$ cat config.mk
export PLATFORM = sky130hd
export DESIGN_NAME = pcmd_top
export DESIGN_NICKNAME = d
export VERILOG_FILES = /design/src/logic/pcmd_pkg.sv /design/src/logic/pcmd_ahb_slave.sv /design/src/logic/pcmd_top.sv
export SDC_FILE = /design/constraint.sdc
export NUM_CORES = 1
export LEC_CHECK = 0
export ABC_AREA = 1
export BUFFER_PORTS_ARGS = -buffer_cell sky130_fd_sc_hd__clkbuf_2
export CAP_MARGIN = 20
export CORE_ASPECT_RATIO = 1.75
export CORE_MARGIN = 8
export CORE_UTILIZATION = 46
export CTS_CLUSTER_SIZE = 20
export DETAILED_ROUTE_END_ITERATION = 10
export GPL_TIMING_DRIVEN = 0
export PLACE_DENSITY = 0.86
export SLEW_MARGIN = 20
export SYNTH_ARGS = -nofsm -noshare
export SYNTH_HDL_FRONTEND = slang
export SYNTH_SLANG_ARGS = --single-unit
$ cat constraint.sdc
create_clock -name I_MCLK -period 2.99 [get_ports I_MCLK]
set_clock_uncertainty 0.05 [all_clocks]
set_input_delay 0.4485 -clock I_MCLK [delete_from_list [all_inputs] [get_ports I_MCLK]]
set_output_delay 0.4485 -clock I_MCLK [all_outputs]
set_load 0.05 [all_outputs]
$ cat src/logic/pcmd_pkg.sv
// package: register map, field positions, reset values and carrier types of the port command block
// assumes: shared by the command register top and its ahb-lite slave
package pcmd_pkg;

    localparam logic [31:0] PCMD_CMD_OFFSET = 32'h0000_0004;
    localparam logic [31:0] PCMD_STAT_OFFSET = 32'h0000_0008;
    localparam logic [31:0] PCMD_EVT_OFFSET = 32'h0000_000c;

    localparam int PCMD_IO_EN_BIT = 0;
    localparam int PCMD_MEM_EN_BIT = 1;
    localparam int PCMD_BM_EN_BIT = 2;
    localparam int PCMD_PERR_EN_BIT = 6;
    localparam int PCMD_SERR_EN_BIT = 8;
    localparam int PCMD_INTX_DIS_BIT = 10;
    localparam int PCMD_MDPE_BIT = 24;
    localparam int PCMD_SSE_BIT = 30;

    localparam logic [15:0] PCMD_CMD_RESET = 16'h0000;
    localparam logic [15:0] PCMD_CMD_WMASK = 16'h0547;

    localparam logic [1:0] PCMD_HTRANS_NONSEQ = 2'h2;
    localparam logic [2:0] PCMD_HSIZE_WORD = 3'h2;

    typedef struct packed {
        logic       sel;
        logic [1:0] htrans;
        logic [31:0] haddr;
        logic       hwrite;
        logic [2:0] hsize;
        logic       hready;
        logic [31:0] hwdata;
    } pcmd_ahb_req_t;

    typedef struct packed {
        logic [31:0] hrdata;
        logic       hreadyout;
        logic       hresp;
    } pcmd_ahb_rsp_t;

    typedef struct packed {
        logic        wr;
        logic        rd;
        logic [31:0] addr;
        logic [31:0] wdata;
    } pcmd_reg_acc_t;

    typedef struct packed {
        logic io_req;
        logic mem_req;
        logic non_posted;
        logic from_downstream;
    } pcmd_tlp_t;

endpackage

$ cat src/logic/pcmd_ahb_slave.sv
// ahb-lite slave front end: turns single word transfers into one-cycle register accesses
// assumes: one master, hready fed back from this slave, zero wait states, okay response always
`timescale 1ns/1ps
module pcmd_ahb_slave (
    input  wire logic                    i_clk,     // core clock
    input  wire logic                    i_rst_b,   // async reset, active low
    input  wire pcmd_pkg::pcmd_ahb_req_t i_req,     // bus request signals
    input  wire logic [31:0]             i_rdata,   // read data from the register file
    output pcmd_pkg::pcmd_ahb_rsp_t      o_rsp,     // bus response signals
    output pcmd_pkg::pcmd_reg_acc_t      o_acc      // decoded access, one cycle
);
    import pcmd_pkg::*;

    logic wr_q, wr_d, rd_q, rd_d;
    logic [31:0] addr_q, addr_d;

    always_comb begin
        wr_d = 1'b0;
        rd_d = 1'b0;
        addr_d = addr_q;
        if (i_req.sel && i_req.hready && (i_req.htrans == PCMD_HTRANS_NONSEQ)) begin
            wr_d = i_req.hwrite;
            rd_d = !i_req.hwrite;
            addr_d = i_req.haddr;
        end
    end

    always_ff @(posedge i_clk or negedge i_rst_b) begin
        if (!i_rst_b) begin
            wr_q <= 1'b0;
            rd_q <= 1'b0;
            addr_q <= 32'h0000_0000;
        end else begin
            wr_q <= wr_d;
            rd_q <= rd_d;
            addr_q <= addr_d;
        end
    end

    // write data arrives in the data phase, so the write is applied then
    assign o_acc.wr = wr_q;
    assign o_acc.rd = rd_q;
    assign o_acc.addr = addr_q;
    assign o_acc.wdata = i_req.hwdata;
    assign o_rsp.hrdata = i_rdata;
    assign o_rsp.hreadyout = 1'b1;
    assign o_rsp.hresp = 1'b0;

endmodule

$ cat src/logic/pcmd_top.sv
// port command register with its gating of primary, upstream and interrupt traffic
// assumes: one 200 mhz core clock, async active-low fundamental reset, ahb-lite register access
//
// Overview of operation
// - io enable zero ignores primary io requests
// - memory enable zero ignores primary memory requests
// - master enable zero blocks upstream, downstream unsupported
// - rejected non-posted request returns unsupported completion
// - master enable one forwards requests upstream
// - parity response enable gates parity error handling
// - serr enable gates fatal/nonfatal reporting upstream
// - interrupt disable suppresses own intx messages
// - downstream intx forwarding ignores interrupt disable
// - legacy pci bits read zero, not writable
// - signaled system error set on reported message
// - master parity flag never set without enable
`timescale 1ns/1ps
module pcmd_top (
    input  wire logic                    I_MCLK,          // core clock, 200 mhz
    input  wire logic                    I_RST_B,         // async reset, active low
    input  wire pcmd_pkg::pcmd_ahb_req_t I_AHB,           // ahb-lite request
    output pcmd_pkg::pcmd_ahb_rsp_t      O_AHB,           // ahb-lite response
    input  wire pcmd_pkg::pcmd_tlp_t     I_PRI_REQ,       // request arriving on primary side
    output logic                         O_PRI_ACCEPT,    // primary request claimed
    output logic                         O_PRI_IGNORE,    // primary request ignored
    input  wire pcmd_pkg::pcmd_tlp_t     I_DN_REQ,        // request from downstream, heading upstream
    output logic                         O_UP_FWD,        // downstream request forwarded upstream
    output logic                         O_UR_FLAG,       // downstream request handled as unsupported
    output logic                         O_UR_CPL,        // return a completion with unsupported status
    input  wire logic                    I_PARITY_ERR,    // parity error detected on primary side
    output logic                         O_PARITY_ACT,    // take normal parity error action
    input  wire logic                    I_ERR_DET,       // fatal or non-fatal error detected
    output logic                         O_ERR_MSG,       // send error message to root complex
    input  wire logic                    I_OWN_INTX,      // port wants to assert its own intx
    output logic                         O_OWN_INTX,      // own intx message allowed out
    input  wire logic                    I_DN_INTX,       // intx message from downstream port
    output logic                         O_DN_INTX,       // forwarded downstream intx message
    output logic [15:0]                  O_CMD            // current command register value
);
    import pcmd_pkg::*;

    // ****************************************************************
    // bus slave
    // ****************************************************************
    pcmd_reg_acc_t acc;
    logic [31:0] rdata;

    pcmd_ahb_slave i_pcmd_ahb_slave (
        .i_clk   (I_MCLK),
        .i_rst_b (I_RST_B),
        .i_req   (I_AHB),
        .i_rdata (rdata),
        .o_rsp   (O_AHB),
        .o_acc   (acc)
    );

    // ****************************************************************
    // command register and status flags
    // ****************************************************************
    logic [15:0] cmd_q, cmd_d;
    logic mdpe_q, mdpe_d, sse_q, sse_d;

    function automatic logic hit(input logic [31:0] a, input logic [31:0] off);
        hit = (a[31:2] == off[31:2]);
    endfunction

    logic cmd_wr, stat_wr;
    logic err_send, par_set;
    assign cmd_wr = acc.wr && hit(acc.addr, PCMD_CMD_OFFSET);
    assign stat_wr = acc.wr && hit(acc.addr, PCMD_CMD_OFFSET);
    assign err_send = I_ERR_DET && cmd_q[PCMD_SERR_EN_BIT];
    assign par_set = I_PARITY_ERR && cmd_q[PCMD_PERR_EN_BIT];

    always_comb begin
        cmd_d = cmd_q;
        mdpe_d = mdpe_q;
        sse_d = sse_q;
        if (cmd_wr) begin
            // only implemented bits take the write; legacy and reserved stay zero
            cmd_d = acc.wdata[15:0] & PCMD_CMD_WMASK;
        end
        // status half is write-one-to-clear; a same-cycle event wins over the clear
        if (stat_wr && acc.wdata[PCMD_MDPE_BIT]) begin
            mdpe_d = 1'b0;
        end
        if (stat_wr && acc.wdata[PCMD_SSE_BIT]) begin
            sse_d = 1'b0;
        end
        if (par_set) begin
            mdpe_d = 1'b1;
        end
        if (err_send) begin
            sse_d = 1'b1;
        end
    end

    always_ff @(posedge I_MCLK or negedge I_RST_B) begin
        if (!I_RST_B) begin
            cmd_q <= PCMD_CMD_RESET;
            mdpe_q <= 1'b0;
            sse_q <= 1'b0;
        end else begin
            cmd_q <= cmd_d;
            mdpe_q <= mdpe_d;
            sse_q <= sse_d;
        end
    end

    // ****************************************************************
    // read mux
    // ****************************************************************
    always_comb begin
        rdata = 32'h0000_0000;
        if (hit(acc.addr, PCMD_CMD_OFFSET)) begin
            rdata[15:0] = cmd_q;
            rdata[PCMD_MDPE_BIT] = mdpe_q;
            rdata[PCMD_SSE_BIT] = sse_q;
        end else if (hit(acc.addr, PCMD_STAT_OFFSET)) begin
            rdata[0] = I_PRI_REQ.io_req;
            rdata[1] = I_PRI_REQ.mem_req;
            rdata[2] = I_DN_REQ.io_req | I_DN_REQ.mem_req;
        end else begin
            rdata = 32'h0000_0000;
        end
    end

    // ****************************************************************
    // traffic gating, registered outputs
    // ****************************************************************
    logic pri_acc_d, pri_ign_d, up_fwd_d, ur_d, ur_cpl_d, par_act_d, err_msg_d, own_d, dn_d;
    logic pri_acc_q, pri_ign_q, up_fwd_q, ur_q, ur_cpl_q, par_act_q, err_msg_q, own_q, dn_q;
    logic pri_any, dn_any, pri_ok, dn_ok;

    always_comb begin
        pri_any = I_PRI_REQ.io_req || I_PRI_REQ.mem_req;
        pri_ok = (I_PRI_REQ.io_req && cmd_q[PCMD_IO_EN_BIT])
              || (I_PRI_REQ.mem_req && cmd_q[PCMD_MEM_EN_BIT]);
        dn_any = I_DN_REQ.io_req || I_DN_REQ.mem_req;
        dn_ok = cmd_q[PCMD_BM_EN_BIT];
        pri_acc_d = pri_ok;
        pri_ign_d = pri_any && !pri_ok;
        up_fwd_d = dn_any && dn_ok;
        ur_d = dn_any && !dn_ok;
        ur_cpl_d = dn_any && !dn_ok && I_DN_REQ.non_posted;
        par_act_d = par_set;
        err_msg_d = err_send;
        own_d = I_OWN_INTX && !cmd_q[PCMD_INTX_DIS_BIT];
        dn_d = I_DN_INTX;
    end

    always_ff @(posedge I_MCLK or negedge I_RST_B) begin
        if (!I_RST_B) begin
            pri_acc_q <= 1'b0;
            pri_ign_q <= 1'b0;
            up_fwd_q <= 1'b0;
            ur_q <= 1'b0;
            ur_cpl_q <= 1'b0;
            par_act_q <= 1'b0;
            err_msg_q <= 1'b0;
            own_q <= 1'b0;
            dn_q <= 1'b0;
        end else begin
            pri_acc_q <= pri_acc_d;
            pri_ign_q <= pri_ign_d;
            up_fwd_q <= up_fwd_d;
            ur_q <= ur_d;
            ur_cpl_q <= ur_cpl_d;
            par_act_q <= par_act_d;
            err_msg_q <= err_msg_d;
            own_q <= own_d;
            dn_q <= dn_d;
        end
    end

    assign O_PRI_ACCEPT = pri_acc_q;
    assign O_PRI_IGNORE = pri_ign_q;
    assign O_UP_FWD = up_fwd_q;
    assign O_UR_FLAG = ur_q;
    assign O_UR_CPL = ur_cpl_q;
    assign O_PARITY_ACT = par_act_q;
    assign O_ERR_MSG = err_msg_q;
    assign O_OWN_INTX = own_q;
    assign O_DN_INTX = dn_q;
    assign O_CMD = cmd_q;
endmodule

==> results of run 1 <==
==> through the flow <==
| step | hold slack (ns) | area (um2) |
|---|---|---|
| after floorplan | 0.103 | 2420 |
| after global placement | 0.407 | 2870 |
| after detailed placement | 0.409 | 2870 |
| after CTS | 0.171 | 2960 |
| after global routing | 0.203 | 2960 |
| final | 0.142 | 2960 |
==> state kept, by name, indices dropped and copies added (netlist names) <==
name and flops:
O_PRI_ACCEPT 1, O_ERR_MSG 1, sse_q 1, O_OWN_INTX 1
i_pcmd_ahb_slave.addr_q 30, O_CMD 6, O_UP_FWD 1, O_PARITY_ACT 1
O_DN_INTX 1, O_UR_CPL 1, mdpe_q 1, i_pcmd_ahb_slave.wr_q 1
O_UR_FLAG 1, O_PRI_IGNORE 1
==> worst max path at each step <==
stage / slack, ns / depth (start not counted) / endpoint / startpoint
2_1_floorplan: 0.78 / 6 / O_AHB[12] / i_pcmd_ahb_slave.addr_q[23]
3_3_place_gp: 0.90 / 8 / O_AHB[4] / i_pcmd_ahb_slave.addr_q[17]
3_5_place_dp: 0.89 / 8 / O_AHB[12] / i_pcmd_ahb_slave.addr_q[15]
4_1_cts: 0.55 / 8 / O_AHB[12] / i_pcmd_ahb_slave.addr_q[15]
5_1_grt: 0.37 / 8 / O_AHB[12] / i_pcmd_ahb_slave.addr_q[15]
6_report: 0.61 / 8 / O_AHB[4] / i_pcmd_ahb_slave.addr_q[15]
==> layout make-up <==
cell class              instances  area share, %
flip-flops and latches         48           40.5
multi-input cells             148           29.1
repair buffers                 76           12.9
plain buffers                  40           9.80
clock buffers                   7           2.91
well taps                      54           2.28
inverters                      17           2.24
clock inverters                 1          0.253
==> critical path: cells and delay by family (launching register included) <==
kind	cells	cell delay (ns)
flip-flops	1	0.39
AND/OR/NAND/NOR	5	0.70
buffers and inverters	2	0.39
AO/OA/AOI/OAI	1	0.11
==> routing by layer <==
layer	wire [um]	share of wire [%]	vias to the layer above	global-route usage, %
met5	0	0	-	0
met4	65	1.4	0	4.71
met3	539	11	6	6.23
met2	2530	53	79	23.1
met1	1650	34	755	11.8
li1	-	-	852	-
==> report_power, final <==
group | switching (mW) | internal [mW]
Clock | 0.201 | 0.188
Combinational | 0.213 | 0.148
Sequential | 0.0466 | 0.745
==> cells by family (layout without fill, tap and decap cells) <==
family | Yosys count | after routing | synth area share [%]
simple gates | 76 | 76 | 15.3
buf+inv | 57 | 141 | 15.6
mux | 29 | 29 | 14.3
compound gates | 7 | 7 | 2.08
other cells | 2 | 36 | 0.328
flops | 48 | 48 | 52.4
==> cell usage in the layout, fill, tap and decap left out, types with 2 or more instances in the layout <==
master | netlist | layout
a21oi_1 | 3 | 3
buf_2 | 4 | 4
buf_4 | 36 | 36
clkbuf_2 | 0 | 75
clkbuf_8 | 0 | 6
conb_1 | 2 | 36
dfrtp_1 | 48 | 48
inv_1 | 15 | 15
mux2_2 | 29 | 29
nand2_1 | 27 | 27
nand2_4 | 2 | 2
nand3_1 | 11 | 11
nor2_1 | 27 | 27
nor2_2 | 4 | 4
o21ai_2 | 3 | 3
==> out/qor.txt, run 1 <==
outcome: finished, final reports clean
Netlist Area Pre-Place: 2290 um2
Critical Path Fanout Max: 10
RSZ-0062 raised after global routing: no
fill cell count: 445
final setup TNS: 0 ns
initial antenna violation count: 0
worst hold path class: in -> async
commonest cells in the netlist: 48 x dfrtp_1, 36 x buf_4, 29 x mux2_2, 27 x nand2_1, 27 x nor2_1
VDD IR max: 0.000384 V
capturing point of the worst reg2reg path: O_CMD[10]
Primary FF master, synth: dfrtp_1
htree depth: 2
HPWL after detailed placement: 4070 um
Initial DRC Count: 46
GRT Overall Usage: 12.6%
# diodes: 0
global-route wire length before repair: 7880 um
Clk Latency, worst-skew pair: 0.29 ns
CP Launch Type: register
Post-synth EDFFs: 0
Congestion Overflow GR: 0
Final nets: 422
routed vias/inst: 4.33
I/O pin cnt: 145
count of pins over their slew limit: 0
TritonCTS buffer count: 5
Finished Core Util: 60.6%
die area: 7580 um2
fin crit share: 79.5%
reg-to-reg slack, setup: 1.51 ns
Die Height: 109 um
Post-DRT Antenna Nets: 0
fmax: 421 MHz
setup ws final: 0.614 ns
Multi-input gate area: 861 um2
Final Setup Violations: 0
most common cell in the synthesized netlist: dfrtp_1
I/O Buffers: 76
top-area cell type share of the netlist area: 52.4%
sequential fraction of the synthesis area: 52.4%
max-cap check violation count: 0
postcts setup bufs: 0
Post-CTS Resized: 0
pin slew with the least headroom to its limit: 0.639 ns
register area: 1200 um2
dpl ws: 0.891 ns
Post-synth ARST share: 100%
post-synth top area cell: dfrtp_1
count of different cell masters after synthesis: 21
Clock Path Buffers: 2
Rel. slew slack: 57.4%
CP Data Arrival Time: 1.88 ns
Yosys reg bits: 48
crit-path cells: nor2_1 > nand2_1 > nor2_2 > nand2_4 > nor2_8 > inv_4 > o21ai_2 > clkbuf_2
power per cell area: 520 nW/um2
clk root buf: clkbuf_8
share of layout cells above drive strength 1: 49.0%
Power Total: 1.54 mW
mean area per synthesized cell: 10.5 um2
vias in the first global route: 1795
Setup crit end kind: primary output
DRC: 0
Setup Crit Path Kind: reg -> out
Final Routed Wirelength: 4790 um
routed wire length per instance: 12.2 um
critical path's largest stage delay: 0.39 ns
Slowest cell on crit path: dfrtp_1
Syn Inst Count: 219
placed insts: 383
chip width: 69.3 um
largest net degree at the start of global routing: 49
routed via count: 1692
crit path time final: 2.38 ns
final cell count without fillers: 391
dominant cells by area after synthesis: dfrtp_1 52%, mux2_2 14%, buf_4 12%, nand2_1 4.4%, nor2_1 4.4%
worst r2r path cells: 8
Leakage: 1.73 nW
Post-CTS Hold Fix Bufs: 0
row count: 34
CTS tree: yes
clock slew at reported path FFs: 0.08 ns
Synth Warn #: 0
RR Startpoint: i_pcmd_ahb_slave.addr_q[15]
CORE AREA: 4890 um2
Sink Count: 48
Final Hold Fails: 0
routability cong.: 0.788
Initial Util: 46.8%
TritonRoute pass-1 iters: 4
Area Growth Syn to Fin: 29.3%
critical path required time: 2.49 ns
Power figures use the tool's default switching activity.
==> run 2, diff against run 1 <==
--- a/config.mk
+++ b/config.mk
@@ -10,11 +10,11 @@
 export CAP_MARGIN = 20
 export CORE_ASPECT_RATIO = 1.75
 export CORE_MARGIN = 8
-export CORE_UTILIZATION = 46
+export CORE_UTILIZATION = 38
 export CTS_CLUSTER_SIZE = 20
 export DETAILED_ROUTE_END_ITERATION = 10
 export GPL_TIMING_DRIVEN = 0
-export PLACE_DENSITY = 0.86
+export PLACE_DENSITY = 0.76
 export SLEW_MARGIN = 20
 export SYNTH_ARGS = -nofsm -noshare
 export SYNTH_HDL_FRONTEND = slang
==> constraint.sdc (replaced) <==
create_clock -name I_MCLK -period 2 [get_ports I_MCLK]
set_clock_uncertainty 0.05 [all_clocks]
set_input_delay 0.3 -clock I_MCLK [delete_from_list [all_inputs] [get_ports I_MCLK]]
set_output_delay 0.3 -clock I_MCLK [all_outputs]
set_load 0.05 [all_outputs]
==> run 2 against run 1 <==
  * The flow now finishes with violations (hold timing, setup timing)
  * Critical path depth is 1 lower
  * Worst setup slack worse by 0.64 ns
  * Clock-buffer cell count is 2 lower
  * Die area is 17% higher
  * Largest power group unchanged
==> out/qor.txt, run 2 (synthesis results as in run 1) <==
TritonCTS buffer count: 5
Die Height: 119 um
number of flip-flops in the largest register: 30
Setup crit end kind: primary output
Sink Count: 48
final cell count without fillers: 419
Final Hold Fails: 11
clock slew at reported path FFs: 0.09 ns
Leakage: 1.80 nW
WHS: -0.0138 ns
row count: 37
Power Total: 2.47 mW
routed wire length per instance: 12.7 um
Initial DRC Count: 60
CORE AREA: 5830 um2
final instance area: 3190 um2
Post-DRT Antenna Nets: 0
Final nets: 426
leading cell type in the layout, fill and taps excluded: clkbuf_2
RR Startpoint: i_pcmd_ahb_slave.addr_q[23]
worst hold path class: in -> async
fin crit share: 101%
violated checks: hold timing, setup timing
HPWL after detailed placement: 4270 um
largest net degree at the start of global routing: 49
max-cap check violation count: 0
Setup Crit Path Kind: reg -> out
Congestion Overflow GR: 0
GRT Overall Usage: 11.9%
htree depth: 2
most frequent cells in the layout: 67 x clkbuf_2, 48 x dfrtp_1, 40 x buf_4, 36 x conb_1, 29 x mux2_2
Final Routed Wirelength: 5330 um
routability cong.: 0.661
power per cell area: 773 nW/um2
CP Data Arrival Time: 1.68 ns
critical path required time: 1.65 ns
pin slew with the least headroom to its limit: 0.665 ns
vias in the first global route: 1800
VDD IR max: 0.000504 V
I/O Buffers: 76
TritonRoute pass-1 iters: 4
fmax: 493 MHz
initial antenna violation count: 0
global-route wire length before repair: 8280 um
outcome: complete, but fails checks
Clk Latency, worst-skew pair: 0.30 ns
CP Launch Type: register
CTS tree: yes
reg-to-reg slack, setup: 0.37 ns
Final Setup Violations: 7
placed insts: 407
crit path time final: 2.03 ns
DRC: 0
chip width: 74.7 um
Most flops, register: i_pcmd_ahb_slave.addr_q
Rel. slew slack: 55.7%
share of layout cells above drive strength 1: 52.8%
worst r2r path cells: 9
count of pins over their slew limit: 0
RSZ-0062 raised after global routing: yes
Area Growth Syn to Fin: 39.4%
Critical Path Fanout Max: 8
area post-placement: 2900 um2
die area: 8870 um2
I/O pin cnt: 145
routed vias/inst: 4.12
Clock Path Buffers: 2
capturing point of the worst reg2reg path: O_CMD[8]
# diodes: 0
setup ws final: -0.0289 ns
clk root buf: clkbuf_8
routed via count: 1725
Initial Util: 39.3%
## run 2: cell types whose count changed in the layout (fill, tap and decap cells not counted), sizes merged
cell / delta
clkbuf: -9
buf: +11
bufinv: +1
inv: +1
## run 2: critical path, cell delays in order, from the launching register on
cell	delay, ns
dfrtp_1	0.38
or2_1	0.23
nor2_2	0.15
nand2_4	0.10
nor2_8	0.14
inv_6	0.07
o21ai_2	0.14
buf_8	0.16
## run 2: metal layers
metal / global-route usage (%) / vias to the layer above / routed length (um)
met3: 4.57 / 7 / 731
met1: 11.8 / 780 / 1700
met4: 4.07 / 0 / 66
li1: - / 857 / -
met5: 0 / - / 0
met2: 21.1 / 81 / 2830
## run 2: what timing repair did
action                                  in CTS  in global routing
hold buffers                                 0                  0
setup buffers                                3                  1
gates resized for setup                     21                 20
pin swaps                                    8                  9
endpoints found under the setup margin       8                  8
## run 2: worst max path at each step
stage | cells after the start | end | slack [ns] | from
6_report | 7 | O_AHB[3] | -0.03 | i_pcmd_ahb_slave.addr_q[23]
5_1_grt | 8 | O_AHB[12] | -0.14 | i_pcmd_ahb_slave.addr_q[19]
4_1_cts | 8 | O_AHB[4] | -0.06 | i_pcmd_ahb_slave.addr_q[12]
3_5_place_dp | 8 | O_AHB[4] | 0.009 | i_pcmd_ahb_slave.addr_q[15]
3_3_place_gp | 8 | O_AHB[2] | 0.04 | i_pcmd_ahb_slave.addr_q[17]
2_1_floorplan | 6 | O_AHB[12] | -0.06 | i_pcmd_ahb_slave.addr_q[23]
## run 2: layout make-up
type	instances	area, um2
fillers	561	2640
clock buffers	5	68.8
plain buffers	40	290
well taps	78	97.6
flip-flops and latches	48	1200
clock inverters	3	46.3
repair buffers	80	492
multi-input cells	148	928
inverters	17	68.8
## run 2: where the power goes
part	leakage, nW	switching [mW]	internal (mW)
Combinational	1.19	0.340	0.228
Clock	0.0548	0.338	0.377
Sequential	0.554	0.0708	1.11
Total	1.80	0.749	1.72
## run 2: through the flow
| stage | utilization (%) | hold slack (ns) | TNS [ns] | setup slack, ns |
|---|---|---|---|---|
| floorplan | - | -0.0456 | -0.174 | -0.0579 |
| global placement | 49.7 | 0.361 | 0 | 0.0404 |
| detailed placement | 49.7 | 0.353 | 0 | 0.00888 |
| CTS | 53.6 | 0.0206 | -0.268 | -0.0564 |
| global route | 54.7 | 0.0439 | -0.974 | -0.138 |
| finish | 54.7 | -0.0138 | -0.106 | -0.0289 |
